<file path="src/shared/vcr_pkg.sv">
/*
 * vcr_pkg: register offsets, field positions, reset values and the
 * carrier structs of the second channel's resource register bank.
 * Assumes a plain one-cycle register port with read data a cycle later.
 */
package vcr_pkg;

    // register byte offsets
    localparam logic [11:0] OFF_CAP      = 12'h15C;
    localparam logic [11:0] OFF_CTRL     = 12'h160;
    localparam logic [11:0] OFF_TBL_STAT = 12'h164;
    localparam logic [11:0] OFF_TBL_DATA = 12'h1C0;
    localparam logic [11:0] OFF_TBL_LAST = 12'h1FC;

    // capability field positions
    localparam int CAP_ARB_LO   = 0;
    localparam int CAP_ASO_BIT  = 14;
    localparam int CAP_SNP_BIT  = 15;
    localparam int CAP_SLOT_LO  = 16;
    localparam int CAP_TOFS_LO  = 24;

    // control field positions
    localparam int CTL_MAP_LO   = 0;
    localparam int CTL_LOAD_BIT = 16;
    localparam int CTL_SEL_LO   = 17;
    localparam int CTL_ID_LO    = 24;
    localparam int CTL_EN_BIT   = 31;

    // status field position
    localparam int STAT_TBL_BIT = 16;

    // strap dependent values (strap high), map reset value and map write mask
    localparam logic [7:0] ARB_CAP_ON   = 8'h19;
    localparam logic [6:0] SLOTS_ON     = 7'h7F;
    localparam logic [7:0] TBL_OFS_ON   = 8'h08;
    localparam logic [2:0] CHAN_ID_ON   = 3'h1;
    localparam logic [7:0] MAP_RESET    = 8'h00;
    localparam logic [7:0] MAP_WR_MASK  = 8'hFE;

    // arbitration select codes
    localparam logic [2:0] SEL_RR       = 3'h0;
    localparam logic [2:0] SEL_WRR128   = 3'h3;
    localparam logic [2:0] SEL_TWRR128  = 3'h4;

    // table load takes one cycle per table word
    localparam int TBL_WORDS = 16;
    localparam logic [3:0] TBL_LAST_IDX = 4'hF;

    typedef enum logic [2:0] {
        VCR_ST_STRAP = 3'b001,
        VCR_ST_IDLE  = 3'b010,
        VCR_ST_LOAD  = 3'b100
    } vcr_state_t;

    // register access request
    typedef struct packed {
        logic [11:0] addr;
        logic [31:0] wdata;
        logic        wr;
        logic        rd;
    } vcr_req_t;

    // autoload overrides from the serial eeprom loader
    typedef struct packed {
        logic       slot_we;
        logic [6:0] slot;
        logic       map_we;
        logic [7:0] map;
    } vcr_auto_t;

    // values the channel logic consumes
    typedef struct packed {
        logic [7:0] map;
        logic [2:0] sel;
        logic [2:0] id;
        logic       en;
    } vcr_cfg_t;

endpackage

</file>
<file path="src/hdl/vcr_regs.sv">
/*
 * vcr_regs: capability, control and table-status registers of the second
 * virtual channel, plus the 128-phase port arbitration table it loads.
 * Assumes synchronous inputs, a strap that is stable from reset release,
 * and a master that never issues read and write in the same cycle.
 */
`timescale 1ns/10ps

// Contract
// - arbitration capability 19h or 00h by strap
// - round robin, weighted, time-based weighted supported
// - advanced switching only bit reads zero
// - snoop rejection bit reads zero
// - time slots 7Fh by strap, autoload replaceable
// - table offset 08h by strap
// - traffic class map writable, resets 00h
// - map bit zero stays zero
// - load bit applies table, reads zero
// - select accepts 000b 011b 100b else default
// - channel identifier writable, 001b by strap
// - channel enable bit, resets disabled
// - table status set on write, cleared after load
module vcr_regs #(
    parameter int TBL_DEPTH = 16
) (
    // clock and reset
    input  wire logic              CLK_SYS,
    input  wire logic              NRST,
    // strap
    input  wire logic              STRAP_PRESENT,
    // register port
    input  wire vcr_pkg::vcr_req_t REQ,
    output logic [31:0]            RDATA,
    // eeprom autoload
    input  wire vcr_pkg::vcr_auto_t AUTO,
    // channel configuration
    output vcr_pkg::vcr_cfg_t      CFG,
    output logic [31:0]            ARB_WORD,
    output logic [3:0]             ARB_IDX,
    output logic                   ARB_WE,
    output logic                   CFG_READY
);

    typedef struct packed {
        vcr_pkg::vcr_state_t st;
        logic                strap;
        logic [6:0]          slots;
        logic [7:0]          map;
        logic [2:0]          sel;
        logic [2:0]          id;
        logic                en;
        logic                tbl_dirty;
        logic [3:0]          idx;
        logic [3:0]          widx;
        logic [31:0]         word;
        logic                we;
        logic [31:0]         rdata;
    } vcr_regs_t;

    vcr_regs_t r;
    vcr_regs_t next_r;
    logic [31:0] tbl [TBL_DEPTH];
    logic        tbl_hit;
    logic [3:0]  tbl_wi;
    logic        live;
    logic        wr_live;
    logic        rd_live;
    logic        hit_cap;
    logic        hit_ctrl;
    logic        hit_stat;
    logic        tbl_wr;
    logic        load_req;
    logic        load_done;

    // anything else collapses to default, so a read never shows a bad code
    // legal arbitration codes
    function automatic logic [2:0] sel_filter(input logic [2:0] code);
        if (code == vcr_pkg::SEL_WRR128 || code == vcr_pkg::SEL_TWRR128) begin
            return code;
        end
        return vcr_pkg::SEL_RR;
    endfunction

    // read image of the capability register
    function automatic logic [31:0] cap_image(input logic s, input logic [6:0] sl);
        logic [31:0] v;
        v = '0;
        if (s) begin
            v[vcr_pkg::CAP_ARB_LO +: 8]  = vcr_pkg::ARB_CAP_ON;
            v[vcr_pkg::CAP_TOFS_LO +: 8] = vcr_pkg::TBL_OFS_ON;
        end
        v[vcr_pkg::CAP_SLOT_LO +: 7] = sl;
        v[vcr_pkg::CAP_ASO_BIT]      = 1'b0;
        v[vcr_pkg::CAP_SNP_BIT]      = 1'b0;
        return v;
    endfunction

    // read image of the control register; the load bit is a strobe
    function automatic logic [31:0] ctrl_image(
        input logic [7:0] m,
        input logic [2:0] s,
        input logic [2:0] i,
        input logic       e
    );
        logic [31:0] v;
        v = '0;
        v[vcr_pkg::CTL_MAP_LO +: 8] = m;
        v[vcr_pkg::CTL_SEL_LO +: 3] = s;
        v[vcr_pkg::CTL_ID_LO +: 3]  = i;
        v[vcr_pkg::CTL_EN_BIT]      = e;
        return v;
    endfunction

    // read image of the table status register
    function automatic logic [31:0] stat_image(input logic d);
        logic [31:0] v;
        v = '0;
        v[vcr_pkg::STAT_TBL_BIT] = d;
        return v;
    endfunction

    // strap dependent reset value of the time slot count
    function automatic logic [6:0] strap_slots(input logic s);
        logic [6:0] v;
        v = '0;
        if (s) begin
            v = vcr_pkg::SLOTS_ON;
        end
        return v;
    endfunction

    // strap dependent reset value of the channel identifier
    function automatic logic [2:0] strap_id(input logic s);
        logic [2:0] v;
        v = '0;
        if (s) begin
            v = vcr_pkg::CHAN_ID_ON;
        end
        return v;
    endfunction

    // traffic class zero never maps here, whoever writes the map
    function automatic logic [7:0] map_keep(input logic [7:0] m);
        return m & vcr_pkg::MAP_WR_MASK;
    endfunction

    // table window, byte offsets alias to their word, except 1FDh to 1FFh which fall outside
    function automatic logic in_table(input logic [11:0] a);
        return (a >= vcr_pkg::OFF_TBL_DATA) && (a <= vcr_pkg::OFF_TBL_LAST);
    endfunction

    // address decode; strobes before strap capture are dropped
    assign live     = (r.st != vcr_pkg::VCR_ST_STRAP);
    assign wr_live  = REQ.wr && live;
    assign rd_live  = REQ.rd && live;
    assign hit_cap  = (REQ.addr == vcr_pkg::OFF_CAP);
    assign hit_ctrl = (REQ.addr == vcr_pkg::OFF_CTRL);
    assign hit_stat = (REQ.addr == vcr_pkg::OFF_TBL_STAT);
    assign tbl_hit  = in_table(REQ.addr);
    assign tbl_wi   = REQ.addr[5:2];
    assign tbl_wr   = wr_live && tbl_hit;

    assign load_req  = wr_live && hit_ctrl && REQ.wdata[vcr_pkg::CTL_LOAD_BIT];
    assign load_done = (r.st == vcr_pkg::VCR_ST_LOAD) && (r.idx == vcr_pkg::TBL_LAST_IDX);

    // table array, software writes only; entries are not cleared by reset
    always_ff @(posedge CLK_SYS) begin
        if (tbl_wr) begin
            tbl[tbl_wi] <= REQ.wdata;
        end
    end

    // next state; read data and the beat strobe last one cycle only
    always_comb begin
        next_r       = r;
        next_r.we    = 1'b0;
        next_r.rdata = '0;

        // sequencer: strap capture, idle, table streaming
        case (r.st)
            vcr_pkg::VCR_ST_STRAP: begin
                next_r.strap = STRAP_PRESENT;
                next_r.slots = strap_slots(STRAP_PRESENT);
                next_r.id    = strap_id(STRAP_PRESENT);
                next_r.st    = vcr_pkg::VCR_ST_IDLE;
            end
            vcr_pkg::VCR_ST_IDLE: begin
                next_r.st = vcr_pkg::VCR_ST_IDLE;
            end
            vcr_pkg::VCR_ST_LOAD: begin
                next_r.word = tbl[r.idx];
                next_r.widx = r.idx;
                next_r.we   = 1'b1;
                next_r.idx  = r.idx + 4'h1;
                if (load_done) begin
                    next_r.st = vcr_pkg::VCR_ST_IDLE;
                end
            end
            default: begin
                // a broken state code recovers to idle, the strap stays as taken
                next_r.st = vcr_pkg::VCR_ST_IDLE;
            end
        endcase

        if (live && AUTO.slot_we) begin
            next_r.slots = AUTO.slot;
        end
        if (live && AUTO.map_we) begin
            next_r.map = map_keep(AUTO.map);
        end

        // control write; coming later, software beats a same-cycle autoload
        if (wr_live && hit_ctrl) begin
            next_r.map = map_keep(REQ.wdata[vcr_pkg::CTL_MAP_LO +: 8]);
            next_r.sel = sel_filter(REQ.wdata[vcr_pkg::CTL_SEL_LO +: 3]);
            next_r.id  = REQ.wdata[vcr_pkg::CTL_ID_LO +: 3];
            next_r.en  = REQ.wdata[vcr_pkg::CTL_EN_BIT];
        end

        // load request starts a new pass
        if (load_req) begin
            next_r.st  = vcr_pkg::VCR_ST_LOAD;
            next_r.idx = '0;
        end

        if (load_done) begin
            next_r.tbl_dirty = 1'b0;
        end
        // dirty on entry write, set wins over a same-cycle clear
        if (tbl_wr) begin
            next_r.tbl_dirty = 1'b1;
        end

        // read mux, unmapped and reserved read zero
        if (rd_live) begin
            if (hit_cap) begin
                next_r.rdata = cap_image(r.strap, r.slots);
            end else if (hit_ctrl) begin
                next_r.rdata = ctrl_image(r.map, r.sel, r.id, r.en);
            end else if (hit_stat) begin
                next_r.rdata = stat_image(r.tbl_dirty);
            end else if (tbl_hit) begin
                next_r.rdata = tbl[tbl_wi];
            end
        end
    end

    // state register, constants only under reset
    always_ff @(posedge CLK_SYS or negedge NRST) begin
        if (!NRST) begin
            r       <= '0;
            r.st    <= vcr_pkg::VCR_ST_STRAP;
            r.map   <= vcr_pkg::MAP_RESET;
            r.sel   <= vcr_pkg::SEL_RR;
        end else begin
            r <= next_r;
        end
    end

    // outputs
    assign RDATA     = r.rdata;
    assign CFG.map   = r.map;
    assign CFG.sel   = r.sel;
    assign CFG.id    = r.id;
    assign CFG.en    = r.en;
    assign ARB_WORD  = r.word;
    assign ARB_IDX   = r.widx;                      // registered beside the word it names
    assign ARB_WE    = r.we;
    assign CFG_READY = (r.st != vcr_pkg::VCR_ST_STRAP);

endmodule

</file>
<file path="config.mk">
export PLATFORM = sky130hd
export DESIGN_NAME = vcr_regs
export DESIGN_NICKNAME = d
export VERILOG_FILES = /design/src/shared/vcr_pkg.sv /design/src/hdl/vcr_regs.sv
export SDC_FILE = /design/constraint.sdc
export NUM_CORES = 1
export LEC_CHECK = 0
export BUFFER_PORTS_ARGS = -buffer_cell sky130_fd_sc_hd__buf_2
export CAP_MARGIN = 20
export CORE_ASPECT_RATIO = 0.5
export CORE_MARGIN = 2
export CORE_UTILIZATION = 40
export DETAILED_ROUTE_END_ITERATION = 8
export GPL_TIMING_DRIVEN = 0
export PLACE_DENSITY_LB_ADDON = 0.15
export SYNTH_ARGS = -nofsm -noshare
export SYNTH_HDL_FRONTEND = slang
export SYNTH_SLANG_ARGS = --single-unit
</file>
<file path="constraint.sdc">
create_clock -name CLK_SYS -period 6.1 [get_ports CLK_SYS]
set_input_delay 0.915 -clock CLK_SYS [delete_from_list [all_inputs] [get_ports CLK_SYS]]
set_output_delay 0.915 -clock CLK_SYS [all_outputs]
set_load 0.02 [all_outputs]
</file>
==> results.cfg, run 1 <==
[timing]
setup_tns_ps = 0
hold_viol = 0
rsz0062_at_grt = no
max_freq_mhz = 286.0
finalHoldWorstSlack_ps = 213.7
setup_viol = 0
fin_crit_sh_pct = 57.31
period_minus_slack_ps = 3496
slew_violations = 0
skew_ps = 21.02
maxSlewHeadroom_pct = 17.09
worst-slew-pin-transition_ps = 1244

[placement]
dp_hpwl_um = 66450
place_inst = 2710
io_buffers = 145
gp_congestion = 0.8448

[global_route]
grt-ovfl-total = 0
grt_usage_pct = 26.24
grt_max_degree = 52
grtUsageMet2_pct = 41.49
met3_usage_pct = 4.741
grt_pass1_wl_um = 129900
antenna_found_initial = 5
gr-usage-met1_pct = 37.13
grt_pass1_vias = 16880
busiest_layer = met2

[clocking]
postCtsHoldBufs = 0
cts_buffer_depth = 3
cts_resized = 0
clk_pin_slew_worst_paths_ps = 60
cts_buffers = 57
cts_max_level = 2
worstSkewPairLatency_ps = 640
cts_setup_buffers = 0
cts_root_buf = clkbuf_16
cts_tree = done
cts.sink_count = 611

[final_layout]
antenna_cells = 0
area_growth_pct = 18.36
final_cell_mix = edfxtp_1, mux4_2, buf_2
fin_nets = 1893
drive_above_1_share_pct = 40.28
layout_commonest_cell = edfxtp_1
stdcell_count = 2817

[floorplanning]
core_area_um2 = 69170
die_w_um = 378.5
die_area_um2 = 72410
die-height_um = 191.3
start_util_pct = 40.56
top_level_ports = 151
num_rows = 68

[power]
power_mw = 8.704
vdd_ir_drop_max_uv = 236.8
p_leak_nw = 12.56
power_density_nw_per_um2 = 262.1

[synthesis]
synth_seq_area_share_pct = 63.63
synthCells = 1526
syn_avg_cell_area_um2 = 18.39
synth_ff_type = edfxtp_1
synth_seq_cells = 611
synth_cell_types = 58
yosysWarnings = 0
synth_edf_count = 512
synth_area_um2 = 28060
async_flop_share_pct = 16.20

[critical_path]
cpMostUsedCell = buf_8
timing.rr.start = r[97]$_DFFE_PN1P_
r2r_cells = 7
crit_slowest_cell = nor3_2
crit_type = input port to flop
cp-endpoint = tbl[2][31]$_DFFE_PP_
r2r-end = tbl[0][2]$_DFFE_PP_
r2r_slack_ps = 3340
worstPathRequired_ps = 6440
critPathLaunch = REQ[37]
critical-path-max-stage-delay_ps = 810
critPathCaptureType = flop
crit_chain = buf_4 > buf_2 > clkbuf_1 > nand2b_1 > nor3_2 > buf_8 > buf_8 > buf_6
cp-start-kind = input port
path_max_fanout = 10
arrival_ps = 3840

[detailed_routing]
avgViaCountPerCell = 5.992
postRouteWirelength_um = 94140
drc = 0
routed-via-count = 16880
wl_per_cell_um = 33.42
drt-initial-drc-count = 2284
dr.pass1.iters = 5
final_antenna_net_count = 0

[flow_run]
maxCapViolations = 0

[hold_path]
hold_class = input port to async pin

[outcome]
status = finished clean
## registers in the layout (all words and copies together), names as in the netlist
signal,flops
RDATA,32
CFG,14
ARB_IDX,4
tbl,512
ARB_WE,1
r,16
ARB_WORD,32
## per-layer routing
layer | wire length (µm) | part of all wire [%]
met5 | 47 | 0.050
met4 | 2753 | 2.9
met3 | 8006 | 8.5
met2 | 43990 | 47
met1 | 39340 | 42
## worst max-delay path, delay by kind of cell
family                 cells  cell delay [ps]
and+or+nand+nor            2             1140
buffers and inverters      6             1770
## worst min-delay path by stage
stage	startpoint	endpoint	cells past startpoint
2_1_floorplan	ARB_IDX[0]$_DFFE_PN0P_	ARB_IDX[0]$_DFFE_PN0P_	2
3_3_place_gp	ARB_IDX[0]$_DFFE_PN0P_	ARB_IDX[0]$_DFFE_PN0P_	2
3_5_place_dp	ARB_IDX[3]$_DFFE_PN0P_	ARB_IDX[3]$_DFFE_PN0P_	2
4_1_cts	NRST	ARB_WORD[22]$_DFFE_PN0P_	1
5_1_grt	NRST	ARB_WORD[21]$_DFFE_PN0P_	1
6_report	NRST	ARB_WORD[21]$_DFFE_PN0P_	1
## power by group
group          switching (mW)  total [mW]  internal [mW]
clock network            1.63        3.75           2.12
logic                   0.251       0.410          0.159
registers             0.00917        4.54           4.54
## cell usage after synthesis, types with 6 or more instances
cell        n  area [µm²]
nand2_1    44       165.2
clkbuf_1   32       120.1
a21o_1     12       90.09
buf_6      19       214.0
o21ai_0    19       95.09
nor3_1     10       50.05
mux4_2    247        5563
buf_1      11       41.29
mux2i_1   128        1281
nor2_1     41       153.9
dfrtp_1    98        2452
nand3_1     9       45.04
edfxtp_1  512       15370
buf_4      91       683.2
a211oi_1   30       225.2
o21ai_1    31       155.2
nor2b_1    23       143.9
buf_2      35       175.2
nor4_1      6       37.54
a21oi_1    45       225.2
o22ai_1    13       81.33
## layout make-up
class | instances | area (µm²)
Clock buffer | 74 | 1540
Clock inverter | 31 | 365.4
Tap cell | 945 | 1182
Buffer | 191 | 1287
Inverter | 4 | 15.01
Timing Repair Buffer | 240 | 1964
Fill cell | 5787 | 35960
Sequential cell | 611 | 17850
Multi-Input combinational cell | 721 | 8999
## through the flow
stage	cell area, µm²	utilization, %	setup WS (ps)
final	33210	48.01	2604
after global routing	33210	48.01	2574
after CTS	33180	47.97	2716
after detailed placement	31280	45.21	2034
after global placement	29970	43.33	-5630
after floorplan	28060	-	666.8
## logic make-up (layout without fill, tap and decap cells)
| family | Yosys count | after routing | synth area share [%] |
|---|---|---|---|
| other cells | 1 | 2 | 0.01337 |
| fa+ha+maj | 1 | 1 | 0.04459 |
| mux | 379 | 379 | 24.61 |
| flops | 611 | 611 | 63.63 |
| buf+inv | 195 | 540 | 4.629 |
| compound gates | 171 | 171 | 3.791 |
| xor+xnor | 3 | 3 | 0.09367 |
| simple gates | 165 | 165 | 3.189 |
Note: power is estimated with default switching activity, not from simulation.
==> run 2, diff against run 1 <==
clock period = 3.3 ns   (was 6.1 ns; I/O delays follow)
==> run 2 against run 1 <==
Global-route usage up 0.36 points. Sequential cell count unchanged. Clock skew down 3.1 ps. Count of clock-buffer cells in the layout up 5. Wire length up 0.81%. First-iteration DRC count down 3.5%. Critical path type unchanged. Largest cell class unchanged.
==> results.cfg, run 2 (synthesis results as in run 1) <==
[clocking]
cts_root_buf = clkbuf_16
cts_buffers = 58
clk_pin_slew_worst_paths_ps = 60
worstSkewPairLatency_ps = 640
cts_tree = done
cts_max_level = 2
cts_setup_buffers = 0
cts_buffer_depth = 3
cts_resized = 0
cts.sink_count = 611

[timing]
hold_viol = 0
slew_violations = 0
rsz0062_at_grt = no
max_freq_mhz = 311.4
skew_ps = 17.95
worst-slew-pin-transition_ps = 1205
maxSlewHeadroom_pct = 19.68
fin_crit_sh_pct = 97.31
setup_viol = 0
period_minus_slack_ps = 3211

[global_route]
grt_pass1_wl_um = 130900
antenna_found_initial = 0
grt-ovfl-total = 0
grt_usage_pct = 26.59
grt_pass1_vias = 16740
grt_max_degree = 54

[final_layout]
drive_above_1_share_pct = 40.17
layout_commonest_cell = edfxtp_1
largest_reg_flops = 512
fillerInstances = 5776
top_register = tbl
antenna_cells = 0
final_cell_mix = edfxtp_1, mux4_2, buf_2
area_growth_pct = 18.40
fin_nets = 1890
final_area_um2 = 33220

[detailed_routing]
final_antenna_net_count = 0
dr.pass1.iters = 5
postRouteWirelength_um = 94900
avgViaCountPerCell = 5.995
routed-via-count = 16890
drt-initial-drc-count = 2205
wl_per_cell_um = 33.69
drc = 0

[floorplanning]
die-height_um = 191.3
num_rows = 68
die_area_um2 = 72410
core_area_um2 = 69170
top_level_ports = 151
start_util_pct = 40.56
die_w_um = 378.5

[power]
p_leak_nw = 12.54
p_int_mw = 12.28
switching_power_mw = 3.494
power_density_nw_per_um2 = 474.7
p_seq_share_pct = 53.3
power_frac_clock_pct = 41.9
vdd_ir_drop_max_uv = 446.8
p_comb_share_pct = 4.8
power_mw = 15.77
p_sw_share_pct = 22.16

[critical_path]
path_max_fanout = 10
crit_chain = buf_2 > buf_6 > buf_8 > buf_6 > buf_8 > buf_4 > nand2b_1 > nor3_2 > buf_8 > buf_6 > buf_6 > buf_6
worstPathRequired_ps = 3630
r2r_slack_ps = 590
cp-start-kind = input port
arrival_ps = 3550
r2r-end = tbl[2][5]$_DFFE_PP_
crit_type = input port to flop
timing.rr.start = r[97]$_DFFE_PN1P_
critPathCaptureType = flop
r2r_cells = 9
cpMostUsedCell = buf_6
critical-path-max-stage-delay_ps = 720
crit_slowest_cell = nor3_2

[hold_path]
min_path_cells = 3
hold_start = AUTO[1]
hold_class = input port to flop
whs_endpoint = CFG[8]$_DFFE_PN0P_

[outcome]
status = finished clean

[placement]
post_dp_cell_area_um2 = 31330
io_buffers = 145
dp_hpwl_um = 65970
gp_congestion = 0.8538

[flow_run]
maxCapViolations = 0
## run 2: cell types whose count changed in the layout (fill, tap and decap cells not counted), sizes merged
cell / before / now
buf: 399 / 394
clkbuf: 106 / 111
bufinv: 8 / 2
inv: 4 / 6
dlygate4sd3: 0 / 1
clkinv: 20 / 23
## run 2: cell type report
cell class                 count  area [µm²]  share of cell area, %
clock buffer                  79        1623                  4.885
tap                          945        1182                  3.559
multi-input combinational    721        9025                  27.17
inverter                       4       15.01                0.04520
buffer                       191        1287                  3.876
timing repair buffer         236        2029                  6.109
clock inverter                30       205.2                 0.6177
sequential                   611       17850                  53.74
## run 2: stage by stage
stage | worst slack [ps] | utilization [%] | TNS, ps | std cells | hold WS, ps
global route | 70.63 | 48.03 | 0 | 2817 | 144.9
CTS | 191.8 | 47.95 | 0 | 2813 | 115.7
detailed placement | -485.5 | 45.29 | -23210 | 2703 | 464.8
global placement | -5937 | 43.35 | -2262580 | 2617 | 463.1
finish | 88.79 | 48.03 | 0 | 2817 | 153.3
floorplan | -965.5 | - | -300190 | 1527 | 199.4
## run 2: timing repair
item	in CTS	in global routing
hold endpoints to repair	46	0
hold buffers	1	0
endpoints found under the setup margin	0	0
## run 2: power by group through the flow
stage          clock, mW  combinational, mW  sequential (mW)
3_3_place_gp           0              0.737             8.57
3_5_place_dp           0              0.761             8.57
2_1_floorplan          0              0.417             8.56
4_1_cts             6.69              0.762             8.41
6_report            6.60              0.763             8.41
5_1_grt             7.01              0.807             8.40
## run 2: how the worst max path moves through the flow
stage,startpoint,to,slack [ps]
3_3_place_gp,REQ[36],tbl[5][11]$_DFFE_PP_,-5940
4_1_cts,REQ[36],tbl[1][8]$_DFFE_PP_,190
2_1_floorplan,REQ[43],tbl[5][0]$_DFFE_PP_,-970
3_5_place_dp,REQ[36],tbl[1][9]$_DFFE_PP_,-490
5_1_grt,REQ[36],tbl[1][8]$_DFFE_PP_,70
6_report,REQ[36],tbl[1][8]$_DFFE_PP_,90
## run 2: metal layers
metal	global-route usage [%]	part of all wire, %	vias up
met5	0	0	-
li1	-	-	6771
met3	6.082	9.9	149
met2	40.50	45	947
met4	7.447	2.7	0
met1	38.42	42	9020
## run 2: worst max-delay path: cells and delay by family
family | cells | cell delay, ps
buffers and inverters | 10 | 2050
and+or+nand+nor | 2 | 940
==> run 3, diff against run 2 <==
==> constraint.sdc (replaced) <==
create_clock -name CLK_SYS -period 3.3 [get_ports CLK_SYS]
set_input_delay 0.33 -clock CLK_SYS [delete_from_list [all_inputs] [get_ports CLK_SYS]]
set_output_delay 0.33 -clock CLK_SYS [all_outputs]
set_load 0.02 [all_outputs]
==> run 3 against run 2 <==
Final cell count increased by 0.46%. Non-clock buffer count grew 12. Sequential share of layout area shrank 0.20 points. Global-route usage hardly changed. Largest power group unchanged. Hold slack worse by 130 ps. Highest routed layer unchanged. Die area stayed put. Power grew 0.13%. Core utilization is 0.18 points higher. Combinational power is 1% higher. Critical endpoint unchanged.
==> results.cfg, run 3 (synthesis results as in run 1) <==
[critical_path]
r2r_cells = 9
r2r-end = tbl[2][5]$_DFFE_PP_
cp-start-kind = input port
cpMostUsedCell = buf_6
critical-path-max-stage-delay_ps = 720
arrival_ps = 3380
worstPathRequired_ps = 3640
critPathTopFamily = buffers and inverters
path_max_fanout = 10
timing.rr.start = r[97]$_DFFE_PN1P_
crit_chain = buf_2 > buf_6 > buf_8 > buf_6 > buf_8 > buf_4 > nand2b_1 > nor3_2 > buf_8 > buf_6 > buf_6 > buf_6
crit_type = input port to flop
r2r_slack_ps = 590
crit_slowest_cell = nor3_2
critPathCaptureType = flop
cp.buffers_inverters = 10

[clocking]
worstSkewPairLatency_ps = 640
cts_max_level = 2
cts.sink_count = 611
cts_tree = done
cts_setup_buffers = 0
cts_buffers = 58
clk_pin_slew_worst_paths_ps = 60
cts_buffer_depth = 3
cts_root_buf = clkbuf_16

[detailed_routing]
postRouteWirelength_um = 95010
final_antenna_net_count = 0
routed-via-count = 16940
dr.pass1.iters = 5
drc = 0
drt-initial-drc-count = 2340
wl_per_cell_um = 33.57
avgViaCountPerCell = 5.987

[hold_path]
min_path_cells = 3
hold_class = input port to flop
whs_endpoint = r[92]$_DFFE_PN0P_
hold_start = AUTO[12]

[final_layout]
fin_nets = 1902
stdcell_count = 2830
area_growth_pct = 18.84
utilization_pct = 48.20
top_register = tbl
largest_reg_flops = 512
drive_above_1_share_pct = 39.92
final_cell_mix = edfxtp_1, mux4_2, buf_2
layout_commonest_cell = edfxtp_1

[floorplanning]
die-height_um = 191.3
die_w_um = 378.5
start_util_pct = 40.56
core_area_um2 = 69170
top_level_ports = 151
num_rows = 68
die_area_um2 = 72410

[placement]
gp_congestion = 0.8538
dp_hpwl_um = 65970
io_buffers = 145
place_inst = 2703

[timing]
fin_crit_sh_pct = 92.27
worst-slew-pin-transition_ps = 1174
period_minus_slack_ps = 3045
rsz0062_at_grt = no
max_freq_mhz = 328.4
finalHoldWorstSlack_ps = 24.09
hold_viol = 0
setup_viol = 0
maxSlewHeadroom_pct = 21.75
slew_violations = 0
skew_ps = 20.13

[flow_run]
maxCapViolations = 0

[global_route]
grt_pass1_wl_um = 131000
antenna_found_initial = 0
grt-ovfl-total = 0
grt_usage_pct = 26.60
grt_pass1_vias = 16760
grt_max_degree = 54

[outcome]
status = finished clean

[power]
power_mw = 15.79
power_density_nw_per_um2 = 473.6
p_leak_nw = 12.59
vdd_ir_drop_max_uv = 446.3
[run 3: cell count changes in the layout (fill, tap and decap cells not counted), sizes merged]
| cell | before | now |
|---|---|---|
| diode | 0 | 1 |
| dlygate4sd3 | 1 | 13 |
[run 3: timing repair]
action,CTS,global route
endpoints found under the hold margin,58,0
resized for setup,0,0
hold buffers,13,0
[run 3: per-layer routing]
layer	up-vias	GRT usage (%)	share of wire, %
met5	-	0	0
li1	6801	-	-
met2	926	40.52	45
met3	142	6.082	9.5
met1	9074	38.43	42
met4	0	7.447	2.6
[run 3: tightest hold or removal path: stages]
cell and delay [ps]:
buf_2 80, mux2i_1 60, a21oi_1 140
[run 3: worst max path at each step]
stage | startpoint | end | slack, ps | cells past startpoint
global route | REQ[36] | tbl[1][8]$_DFFE_PP_ | 240 | 12
detailed placement | REQ[36] | tbl[1][9]$_DFFE_PP_ | -320 | 12
CTS | REQ[36] | tbl[1][8]$_DFFE_PP_ | 360 | 12
finish | REQ[36] | tbl[1][8]$_DFFE_PP_ | 260 | 12
floorplan | REQ[43] | tbl[5][0]$_DFFE_PP_ | -800 | 7
global placement | REQ[36] | tbl[5][11]$_DFFE_PP_ | -5770 | 8
[run 3: area by class of cell]
cell class	count	area, µm²
Sequential cell	611	17850
Buffer	191	1287
Clock buffer	79	1623
Multi-Input combinational cell	721	9025
Fill cell	5764	35830
Inverter	4	15.01
Timing Repair Buffer	248	2150
Tap cell	945	1182
Clock inverter	30	205.2
Antenna cell	1	2.502
[run 3: stage by stage]
step	instance area, µm²	setup WS [ps]	setup TNS (ps)
after global placement	29990	-5772	-2178100
after global routing	33340	235.6	0
final	33340	255.2	0
after CTS	33280	356.8	0
after floorplan	28080	-800.5	-234100
after detailed placement	31330	-320.5	-6908
[run 3: power by group]
| part | switching (mW) | leakage, nW | total (mW) | internal, mW |
|---|---|---|---|---|
| combinational | 0.469 | 5.78 | 0.773 | 0.304 |
| sequential | 0.0209 | 5.91 | 8.41 | 8.38 |
| clock | 3.02 | 0.899 | 6.61 | 3.60 |
| total | 3.51 | 12.6 | 15.8 | 12.3 |
